<file path="src/gii_pkg.sv">
// constants shared by the instrument bus interface
package gii_pkg;
  // ----
  // apb register map (byte addresses)
  // ----
  localparam logic [7:0] GII_CTRL_OFS   = 8'h00;
  localparam logic [7:0] GII_STATUS_OFS = 8'h04;
  localparam logic [7:0] GII_SETUP_OFS  = 8'h08;
  localparam logic [7:0] GII_TXDAT_OFS  = 8'h0C;
  localparam logic [7:0] GII_RXDAT_OFS  = 8'h10;
  localparam logic [7:0] GII_EVENT_OFS  = 8'h14;
  // ----
  // bus command bytes, received with atn true
  // ----
  localparam logic [7:0] GII_CMD_GTL = 8'h01;
  localparam logic [7:0] GII_CMD_SDC = 8'h04;
  localparam logic [7:0] GII_CMD_GET = 8'h08;
  localparam logic [7:0] GII_CMD_LLO = 8'h11;
  localparam logic [7:0] GII_CMD_DCL = 8'h14;
  localparam logic [7:0] GII_CMD_SPE = 8'h18;
  localparam logic [7:0] GII_CMD_SPD = 8'h19;
  localparam logic [7:0] GII_CMD_UNL = 8'h3F;
  localparam logic [7:0] GII_CMD_UNT = 8'h5F;
  localparam logic [7:0] GII_LAD_BASE = 8'h20;
  localparam logic [7:0] GII_TAD_BASE = 8'h40;
  // ----
  // status byte fields and ctrl register fields
  // ----
  localparam int GII_SB_RQS    = 7;
  localparam int GII_SB_INVAL  = 2;
  localparam int GII_SB_ERR    = 1;
  localparam int GII_SB_READY  = 0;
  localparam int GII_CTL_ADDR  = 0;  // 5-bit bus address
  localparam int GII_CTL_RDYEN = 8;  // ready enabled for service request
  localparam int GII_CTL_ERREN = 9;  // error enabled for service request
  localparam int GII_CTL_TRGM  = 12; // 2-bit trigger mode
  // ----
  // preset values applied on clear, plus the hold trigger mode and the reset srq selection
  // ----
  localparam logic [1:0]  GII_TRG_FREE   = 2'h0;
  localparam logic [1:0]  GII_TRG_HOLD   = 2'h1;
  localparam logic [19:0] GII_SRC_HZ_RST = 20'h003E8; // 1 kHz
  localparam logic [15:0] GII_SRC_MV_RST = 16'h0000;  // 0 mV
  localparam logic [3:0]  GII_MEAS_AC    = 4'h1;      // ac level
  localparam logic        GII_LP80_RST   = 1'b1;      // 80 kHz low-pass on
  localparam logic [7:0]  GII_SRQSEL_RST = 8'h22;     // condition state 22.2
  localparam logic [7:0]  GII_SRQSEL_DEF = 8'h00;
  // ----
  // handshake engine states
  // ----
  typedef enum logic [1:0] {
    GII_SH_IDLE = 2'b00,
    GII_SH_DAV  = 2'b01,
    GII_SH_WAIT = 2'b10
  } gii_sh_t;
endpackage

</file>
<file path="src/gii_ieee488_instrument_interface.sv">
// instrument-side ieee-488 interface message handler with apb registers
// Notes on behaviour
// trigger in remote and listening starts one settled measurement.
// bus trigger command and settled trigger code act identically.
// clear presets source 1 kHz 0 mV, ac level, 80 kHz lp, free run.
// clear zeroes status, withdraws request, cancels lockout, selects 22.2.
// universal and addressed clear perform the same action.
// remote entered only on listen address while remote enable true.
// entering remote keeps settings, drops entry, disables most keys.
// remote indicator lit only in the actual remote state.
// go-to-local command or local key returns to local.
// in local only free-run triggering is used.
// lockout disables all keys including local and clear keys.
// remote enable false returns to local and cancels lockout.
// no controller function; bus control never taken or passed.
// invalid program code always raises service request.
// ready or error raises request only when enabled.
// serial poll returns one status byte when talking; ended by disable.
// while requesting, status bit 7 and cause bit are set.
// status bits latched; clear after cause gone and byte read.
// no parallel poll response is ever driven.
// interface clear drops talker and listener states at once.
// subsets sh1 ah1 t5 te0 l3 le0 sr1 rl1 pp0 dc1 dt1 c0.
// when talking, results are offered except the blank display.
// bytes are commands only while atn true and ifc false.
// listener stays addressed until abort, own talk, or unlisten.
// every byte uses the dav, nrfd, ndac three-wire handshake.
`timescale 1ns/1ns
module gii_ieee488_instrument_interface
  import gii_pkg::*;
#(
  parameter int DW = 8
)(
  input  wire logic        i_clk,
  input  wire logic        i_nrst,
  // apb slave
  input  wire logic        i_psel,
  input  wire logic        i_penable,
  input  wire logic        i_pwrite,
  input  wire logic [7:0]  i_paddr,
  input  wire logic [31:0] i_pwdata,
  output logic      [31:0] o_prdata,
  output logic             o_pready,
  output logic             o_pslverr,
  // ieee-488 bus, open-drain lines as in/out/enable
  input  wire logic [7:0]  i_dio,
  output logic      [7:0]  o_dio,
  output logic             o_dio_oe,
  input  wire logic        i_dav,
  output logic             o_dav_oe,
  input  wire logic        i_nrfd,
  output logic             o_nrfd_oe,
  input  wire logic        i_ndac,
  output logic             o_ndac_oe,
  input  wire logic        i_atn,
  input  wire logic        i_ifc,
  input  wire logic        i_ren,
  input  wire logic        i_eoi,
  output logic             o_srq_oe,
  // front panel and instrument side
  input  wire logic        i_return_to_local_key,
  input  wire logic        i_clear_key,
  input  wire logic        i_other_key,
  input  wire logic        i_meas_ready,
  input  wire logic        i_inst_error,
  input  wire logic        i_invalid_code,
  input  wire logic        i_settled_trigger_code,
  input  wire logic        i_blank_display,
  output logic             o_remote_led,
  output logic             o_addressed_led,
  output logic             o_keys_enable,
  output logic             o_lcl_clear_enable,
  output logic             o_entry_discard,
  output logic             o_meas_start,
  output logic             o_free_run,
  output logic      [19:0] o_src_hz,
  output logic      [15:0] o_src_mv,
  output logic      [3:0]  o_meas_func,
  output logic             o_lp80_on,
  output logic      [7:0]  o_srq_sel
);
  // refuse widths the byte-wide bus logic cannot serve
  if (DW != 8)
  begin
    $error("gii: data width must be 8");
  end
  // ----
  // apb decode
  // ----
  wire       apb_acc   = i_psel & i_penable;
  wire       apb_wr    = apb_acc & i_pwrite;
  wire       apb_rd    = apb_acc & ~i_pwrite;
  wire       hit_ctrl  = (i_paddr == GII_CTRL_OFS);
  wire       hit_stat  = (i_paddr == GII_STATUS_OFS);
  wire       hit_setup = (i_paddr == GII_SETUP_OFS);
  wire       hit_tx    = (i_paddr == GII_TXDAT_OFS);
  wire       hit_rx    = (i_paddr == GII_RXDAT_OFS);
  wire       hit_evt   = (i_paddr == GII_EVENT_OFS);
  wire       hit_any   = hit_ctrl | hit_stat | hit_setup | hit_tx
                       | hit_rx | hit_evt;
  logic [15:0] ctrl_reg;
  logic [7:0]  tx_reg;
  logic        tx_full_reg;
  logic [7:0]  rx_reg;
  logic        rx_full_reg;
  wire  [4:0]  my_addr  = ctrl_reg[GII_CTL_ADDR +: 5];
  wire         rdy_en   = ctrl_reg[GII_CTL_RDYEN];
  wire         err_en   = ctrl_reg[GII_CTL_ERREN];
  wire  [1:0]  trg_mode = ctrl_reg[GII_CTL_TRGM +: 2];
  // ----
  // command decode: only while atn true and ifc false
  // ----
  logic [7:0] dio_q;
  gii_sh_t    ah_state;
  gii_sh_t    sh_state;
  logic       listen_reg;
  logic       talk_reg;
  logic       remote_reg;
  logic       llo_reg;
  logic       spe_reg;
  logic       ren_q;
  wire  byte_in  = (ah_state == GII_SH_DAV) & i_dav;
  wire  cmd_in   = byte_in & i_atn & ~i_ifc;
  wire  data_in  = byte_in & ~i_atn & listen_reg;
  wire  my_lad   = cmd_in & (i_dio == (GII_LAD_BASE | {3'h0, my_addr}));
  wire  my_tad   = cmd_in & (i_dio == (GII_TAD_BASE | {3'h0, my_addr}));
  wire  any_tad  = cmd_in & (i_dio[7:5] == 3'h2) & (i_dio != GII_CMD_UNT);
  wire  c_unl    = cmd_in & (i_dio == GII_CMD_UNL);
  wire  c_unt    = cmd_in & (i_dio == GII_CMD_UNT);
  wire  c_gtl    = cmd_in & (i_dio == GII_CMD_GTL) & listen_reg;
  wire  c_get    = cmd_in & (i_dio == GII_CMD_GET) & listen_reg;
  wire  c_sdc    = cmd_in & (i_dio == GII_CMD_SDC) & listen_reg;
  wire  c_dcl    = cmd_in & (i_dio == GII_CMD_DCL);
  wire  c_llo    = cmd_in & (i_dio == GII_CMD_LLO);
  wire  c_spe    = cmd_in & (i_dio == GII_CMD_SPE);
  wire  c_spd    = cmd_in & (i_dio == GII_CMD_SPD);
  // same clear for universal and addressed forms
  wire  do_clear = c_dcl | c_sdc;
  // lockout blocks the local and clear keys too
  wire  lcl_key  = i_return_to_local_key & ~llo_reg & remote_reg;
  wire  clr_key  = i_clear_key & ~llo_reg;
  wire  ren_fall = ren_q & ~i_ren;
  // ----
  // remote/local state
  // ----
  wire  go_remote = i_ren & my_lad & ~remote_reg;
  wire  go_local  = remote_reg & (c_gtl | lcl_key | ren_fall);
  always_ff @(posedge i_clk or negedge i_nrst)
  begin
    if (!i_nrst)
    begin
      remote_reg <= 1'b0;
      llo_reg    <= 1'b0;
      ren_q      <= 1'b0;
    end
    else
    begin
      ren_q <= i_ren;
      if (go_remote)
        remote_reg <= 1'b1;
      else if (go_local | ~i_ren)
        remote_reg <= 1'b0;
      if (do_clear | ~i_ren)
        llo_reg <= 1'b0;
      else if (c_llo)
        llo_reg <= 1'b1;
    end
  end
  // remote keeps settings; only entry in progress is dropped
  assign o_entry_discard    = go_remote | go_local;
  assign o_keys_enable      = ~remote_reg & ~llo_reg;
  assign o_lcl_clear_enable = ~llo_reg;
  assign o_remote_led       = remote_reg;
  assign o_addressed_led    = listen_reg | talk_reg;
  assign o_free_run = ~remote_reg | (trg_mode == GII_TRG_FREE);
  // ----
  // addressed states; ifc drops both at once
  // ----
  always_ff @(posedge i_clk or negedge i_nrst)
  begin
    if (!i_nrst)
    begin
      listen_reg <= 1'b0;
      talk_reg   <= 1'b0;
      spe_reg    <= 1'b0;
    end
    else if (i_ifc)
    begin
      listen_reg <= 1'b0;
      talk_reg   <= 1'b0;
      spe_reg    <= 1'b0;
    end
    else
    begin
      if (my_lad)
        listen_reg <= 1'b1;
      else if (c_unl | my_tad)
        listen_reg <= 1'b0;
      if (my_tad)
        talk_reg <= 1'b1;
      else if (c_unt | (any_tad & ~my_tad) | my_lad)
        talk_reg <= 1'b0;
      if (c_spe)
        spe_reg <= 1'b1;
      else if (c_spd)
        spe_reg <= 1'b0;
    end
  end
  // ----
  // trigger and clear presets
  // ----
  wire code_trg = data_in & i_settled_trigger_code;
  wire trig     = remote_reg & listen_reg & (c_get | code_trg);
  // remote clear key acts as a manual trigger when not locked out
  wire key_trg  = remote_reg & ~llo_reg & i_clear_key;
  logic        start_reg;
  logic [19:0] hz_reg;
  logic [15:0] mv_reg;
  logic [3:0]  func_reg;
  logic        lp_reg;
  logic [7:0]  sel_reg;
  always_ff @(posedge i_clk or negedge i_nrst)
  begin
    if (!i_nrst)
    begin
      start_reg <= 1'b0;
      hz_reg    <= GII_SRC_HZ_RST;
      mv_reg    <= GII_SRC_MV_RST;
      func_reg  <= GII_MEAS_AC;
      lp_reg    <= GII_LP80_RST;
      sel_reg   <= GII_SRQSEL_DEF;
    end
    else
    begin
      start_reg <= trig | key_trg;
      if (do_clear | (clr_key & ~remote_reg))
      begin
        hz_reg   <= GII_SRC_HZ_RST;
        mv_reg   <= GII_SRC_MV_RST;
        func_reg <= GII_MEAS_AC;
        lp_reg   <= GII_LP80_RST;
        sel_reg  <= GII_SRQSEL_RST;
      end
      else if (apb_wr & hit_setup)
      begin
        hz_reg   <= i_pwdata[19:0];
        func_reg <= i_pwdata[23:20];
        lp_reg   <= i_pwdata[24];
        sel_reg  <= {i_pwdata[31:25], 1'b0};
      end
    end
  end
  assign o_meas_start = start_reg;
  assign o_src_hz     = hz_reg;
  assign o_src_mv     = mv_reg;
  assign o_meas_func  = func_reg;
  assign o_lp80_on    = lp_reg;
  assign o_srq_sel    = sel_reg;
  // ----
  // status byte: latched causes, rqs, service request
  // ----
  logic [2:0] cause_reg;
  wire  [2:0] cause_now = {i_invalid_code, i_inst_error & err_en,
                           i_meas_ready & rdy_en};
  wire        sb_read   = spe_reg & talk_reg & (sh_state == GII_SH_WAIT)
                        & ~i_ndac;
  wire  [7:0] status_b  = {|cause_reg, 4'h0, cause_reg};
  always_ff @(posedge i_clk or negedge i_nrst)
  begin
    if (!i_nrst)
      cause_reg <= 3'h0;
    else if (do_clear)
      cause_reg <= 3'h0;
    else
      // a new cause wins over the read that would clear it
      cause_reg <= cause_now | (cause_reg & ~({3{sb_read}}));
  end
  // request line held while any latched cause stands; no ppoll drive
  assign o_srq_oe = |cause_reg;
  // ----
  // acceptor handshake (listener and commands)
  // ----
  wire ah_active = i_atn | (listen_reg & ~rx_full_reg);
  always_ff @(posedge i_clk or negedge i_nrst)
  begin
    if (!i_nrst)
    begin
      ah_state    <= GII_SH_IDLE;
      dio_q       <= 8'h00;
      rx_reg      <= 8'h00;
      rx_full_reg <= 1'b0;
    end
    else
    begin
      case (ah_state)
        GII_SH_IDLE: if (ah_active & ~i_dav) ah_state <= GII_SH_DAV;
        GII_SH_DAV:  if (i_dav) ah_state <= GII_SH_WAIT;
        GII_SH_WAIT: if (~i_dav) ah_state <= GII_SH_IDLE;
        default:     ah_state <= GII_SH_IDLE;
      endcase
      if (byte_in)
        dio_q <= i_dio;
      if (data_in & ~i_settled_trigger_code)
      begin
        rx_reg      <= i_dio;
        rx_full_reg <= 1'b1;
      end
      else if (apb_rd & hit_rx)
        rx_full_reg <= 1'b0;
    end
  end
  // nrfd released only when ready; ndac released after byte taken
  assign o_nrfd_oe = (ah_active | listen_reg) & (ah_state != GII_SH_DAV);
  assign o_ndac_oe = (ah_active | listen_reg) & (ah_state != GII_SH_WAIT);
  // ----
  // source handshake (talker), status byte during serial poll
  // ----
  wire  talk_ok  = talk_reg & ~i_atn;
  wire  have_b   = spe_reg | (tx_full_reg & ~i_blank_display);
  logic [7:0] out_reg;
  always_ff @(posedge i_clk or negedge i_nrst)
  begin
    if (!i_nrst)
    begin
      sh_state    <= GII_SH_IDLE;
      out_reg     <= 8'h00;
      tx_reg      <= 8'h00;
      tx_full_reg <= 1'b0;
    end
    else
    begin
      case (sh_state)
        GII_SH_IDLE:
          if (talk_ok & have_b & ~i_nrfd)
          begin
            out_reg  <= spe_reg ? status_b : tx_reg;
            sh_state <= GII_SH_DAV;
          end
        GII_SH_DAV:  if (~talk_ok) sh_state <= GII_SH_IDLE;
                     else sh_state <= GII_SH_WAIT;
        GII_SH_WAIT:
          if (~talk_ok | ~i_ndac)
            sh_state <= GII_SH_IDLE;
        default: sh_state <= GII_SH_IDLE;
      endcase
      if (apb_wr & hit_tx & ~tx_full_reg)
      begin
        tx_reg      <= i_pwdata[7:0];
        tx_full_reg <= 1'b1;
      end
      else if ((sh_state == GII_SH_WAIT) & ~i_ndac & ~spe_reg)
        tx_full_reg <= 1'b0;
      else if (tx_full_reg & i_blank_display)
        tx_full_reg <= 1'b0;
    end
  end
  // talker drives data and dav only; never atn/ifc/ren (no controller)
  assign o_dio    = out_reg;
  assign o_dio_oe = talk_ok & (sh_state != GII_SH_IDLE);
  assign o_dav_oe = talk_ok & (sh_state == GII_SH_WAIT);
  // ----
  // apb writes and read mux; zero wait states
  // ----
  always_ff @(posedge i_clk or negedge i_nrst)
  begin
    if (!i_nrst)
      ctrl_reg <= 16'h0000;
    else if (do_clear)
      ctrl_reg[GII_CTL_TRGM +: 2] <= GII_TRG_FREE;
    else if (apb_wr & hit_ctrl)
      ctrl_reg <= i_pwdata[15:0];
  end
  wire [31:0] evt_word = {24'h0, i_eoi, dio_q[6:0]};
  assign o_prdata = hit_ctrl  ? {16'h0, ctrl_reg} :
                    hit_stat  ? {16'h0, 2'h0, spe_reg, llo_reg, talk_reg,
                                 listen_reg, remote_reg, tx_full_reg,
                                 status_b} :
                    hit_setup ? {sel_reg[7:1], lp_reg, func_reg, hz_reg} :
                    hit_tx    ? {24'h0, tx_reg} :
                    hit_rx    ? {23'h0, rx_full_reg, rx_reg} :
                    hit_evt   ? evt_word : 32'h0;
  assign o_pready  = 1'b1;
  assign o_pslverr = apb_acc & ~hit_any;
endmodule

</file>
<file path="config.mk">
export PLATFORM = sky130hd
export DESIGN_NAME = gii_ieee488_instrument_interface
export DESIGN_NICKNAME = d
export VERILOG_FILES = /design/src/gii_pkg.sv /design/src/gii_ieee488_instrument_interface.sv
export SDC_FILE = /design/constraint.sdc
export NUM_CORES = 1
export LEC_CHECK = 0
export BUFFER_PORTS_ARGS = -buffer_cell sky130_fd_sc_hd__buf_2
export CAP_MARGIN = 20
export CORE_ASPECT_RATIO = 2
export CORE_UTILIZATION = 51
export DETAILED_ROUTE_END_ITERATION = 10
export PLACE_DENSITY = 0.92
export REMOVE_ABC_BUFFERS = 1
export SYNTH_ARGS = -nofsm -noshare
export SYNTH_HDL_FRONTEND = slang
export SYNTH_SLANG_ARGS = --single-unit
</file>
<file path="constraint.sdc">
create_clock -name i_clk -period 2.25 [get_ports i_clk]
set_input_delay 0 -clock i_clk [delete_from_list [all_inputs] [get_ports i_clk]]
set_output_delay 0 -clock i_clk [all_outputs]
set_load 0.01 [all_outputs]
</file>
==> metrics.md <==
| Metric | Value |
|---|---|
| CTS Buf Count | `9` |
| Total grt overflow | `0` |
| DIE AREA | `about 0.011 mm²` |
| HP Class | `input pin to flop` |
| Synth cell types | `56` |
| Latest clock arrival within the worst-skew pair | `between 300 and 400 ps` |
| Measured slew at the worst slew-check pin | `955 ps` |
| Top FF cell, synth | `dfrtp_1` |
| Slew HR | `36.2%` |
| Final Critical Period | `2100 ps` |
| #FFs+latches synth | `95` |
| Die X | `73.0 µm` |
| CTS max path bufs | `2` |
| Initial Utilization | `between 50% and 60%` |
| H-tree levels | `3` |
| PwrDens | `592 mW/mm²` |
| Slew Viols, Final | `0` |
| Design Area, Final | `roughly 0.0068 mm²` |
| Register area | `0.00239 mm²` |
| Row Count | `51` |
| Sink of the worst hold path | `o_meas_start` |
| Post-synth top cells | `87 x dfrtp_1, 57 x nor2_1, 55 x mux2i_1` |
| Multi-input logic area | `around 0.0025 mm²` |
| Inst Count DP | `756` |
| LEAKAGE | `3.64 nW` |
| Max Cap Viol | `0` |
| CP required | `2250 ps` |
| Post-Syn Area | `0.00514 mm²` |
| Final worst path period share | `between 90% and 100%` |
| RR Startpoint | `ah_state[1]` |
| Max FO, Critical Path | `5` |
| Clock Skews | `11.0 ps` |
| Vias/cell | `5.73` |
| Hold Path Origin | `i_clear_key` |
| DRC Markers | `0` |
| DP Area | `0.00601 mm²` |
| 1st-iter DRT viols | `between 300 and 400` |
| Worst Path Arrival | `2100 ps` |
| Initial antenna violation count | `1` |
| Layout Area Growth over Synthesis | `33.2%` |
| Setup crit start kind | `flop` |
| DP Wirelength | `10700 µm` |
| Ys Warns | `0` |
| I/O Pins | `171` |
| Worst Setup End Kind | `output port` |
| PnR worst setup slack | `148 ps` |
| Fillers | `just under 700` |
| Largest register FFs | `20` |
| CORE AREA | `0.00976 mm²` |
| RSZ-0062 raised after global routing | `no` |
| Average wire per standard cell | `19.4 µm` |
| CTS tree | `built` |
| Root Driver | `clkbuf_16` |
| Pre-CTS WS | `241 ps` |
| Global Route Usage Sum | `31.3%` |
| Design Power | `~4 mW` |
| Layout Cells excl Fill | `between 800 and 900` |
| Reg2reg setup slack | `approximately 250 ps` |
| Finish-stage setup viols | `0` |
| Setup TNS | `0 ps` |
| Peak supply drop | `0.813 mV` |
| Post-synth EDFFs | `0` |
| CTS clock-pin slew for the worst setup and hold paths | `70 ps` |
| Hold path cells | `3` |
| Post-synthesis area per instance | `10.6 µm²` |
| Drt pass-1 iters | `6` |
| Share of cells above drive strength 1 | `35.7%` |
| Cts repair resizes | `0` |
| Die height | `144 µm` |
| Hold_ws | `roughly 7.6 ps` |
| Share of the synthesized area in the top cell type | `42.4%` |
| Fin. Hold Viols | `0` |
| Vias in the first global route | `between 4000 and 5000` |
| Top area cells in the synthesized netlist | `dfrtp_1 42%, mux2i_1 11%, mux2_2 7.2%, nor2_1 4.2%, dfstp_2 4.1%` |
| WL final | `15900 µm` |
| FMAX | `476 MHz` |
| Post-layout util | `a little over two thirds` |
| Biggest area consumer among synthesized cells | `dfrtp_1` |
| GPL Wtd Cong | `~0.91` |
| CP startpoint | `ah_state[1]` |
| # clock sinks | `95` |
| Reg2reg path depth | `6` |
| Worst R2R End | `o_src_hz[18]` |
| Post-synth ARST share | `between 90% and 100%` |
| Largest net degree at the start of global routing | `51` |
| First-pass GRT wire length | `24200 µm` |
| Nets | `~750` |
| Port bufs | `approximately 150` |
| Crit path kind | `flop to output port` |
| Vias | `4719` |
| Post-synthesis sequential area ratio | `a little under half` |
| Count leader, synth | `dfrtp_1` |
| Cell count after synthesis | `slightly below 500` |
| Status | `finished, final reports clean` |
| Post-route ant nets | `0` |
-- kinds of logic (layout without fill, tap and decap cells) --
group | count (synthesis) | count (layout) | synth area share (%)
AOI/OAI and AO/OA | 61 | 61 | 8.18
other | 2 | 19 | 0.146
buffers and inverters | 52 | 241 | 5.80
DFF | 95 | 95 | 46.5
xor gates and xnor gates | 6 | 6 | 1.02
muxes | 98 | 98 | 20.9
and+or+nand+nor | 171 | 171 | 17.5
-- final cells by class --
cell class | count | area share, %
clock buffer | 13 | 3.66
timing repair buffer | 218 | 20.5
multi-input combinational | 354 | 36.8
clock inverter | 3 | 1.32
antenna | 1 | 0.0366
inverter | 7 | 0.384
tap | 132 | 2.41
sequential | 95 | 34.9
-- worst max-delay path by stage --
stage | endpoint | slack [ps] | cells past startpoint
finish | o_entry_discard | 150 | 6
global placement | rx_reg[3] | 290 | 5
floorplan | o_srq_sel[1] | -310 | 4
CTS | o_entry_discard | 180 | 5
detailed placement | rx_reg[2] | 240 | 5
global route | o_entry_discard | 20 | 5
-- worst max-delay path, cell delays in order, from the launching register on --
cell	delay (ps)
dfrtp_1	430
nand3b_1	260
buf_4	200
nor4_2	420
a31oi_1	150
o21ai_0	120
buf_2	180
-- layout by cell type (no fill, tap or decap), types with 13 or more instances in the layout --
cell type | netlist | final
mux2i_1 | 55 | 55
buf_2 | 10 | 150
conb_1 | 2 | 18
mux2_2 | 33 | 33
dlygate4sd3_1 | 0 | 46
a21oi_1 | 13 | 13
nor2_1 | 57 | 57
nand2b_1 | 19 | 19
dfrtp_1 | 87 | 87
o21ai_0 | 14 | 14
nand2_1 | 31 | 31
and3_1 | 18 | 18
buf_4 | 18 | 20
-- report_power, final --
group / total (mW) / leakage (nW) / internal [mW] / switching [mW]
combinational: 0.474 / 2.21 / 0.228 / 0.245
sequential: 1.82 / 1.26 / 1.77 / 0.0438
clock: 1.76 / 0.164 / 1.12 / 0.640
-- repair_timing --
item                       in CTS  in global routing
gates cloned                    0                  0
hold buffers                   46                  0
setup buffers                   3                  1
setup endpoints to repair       1                  1
pin swaps                       0                  1
hold endpoints to repair      112                  0
-- per-layer routing --
metal  GRT usage, %  vias up  routed length (µm)
li1               -     2072                   -
met3           5.12       79                 754
met1           32.8     2326                5590
met5              0        -                   0
met4           20.6        0                 939
met2           55.8      242                8650
No activity file was read; power rests on OpenSTA's default activity.
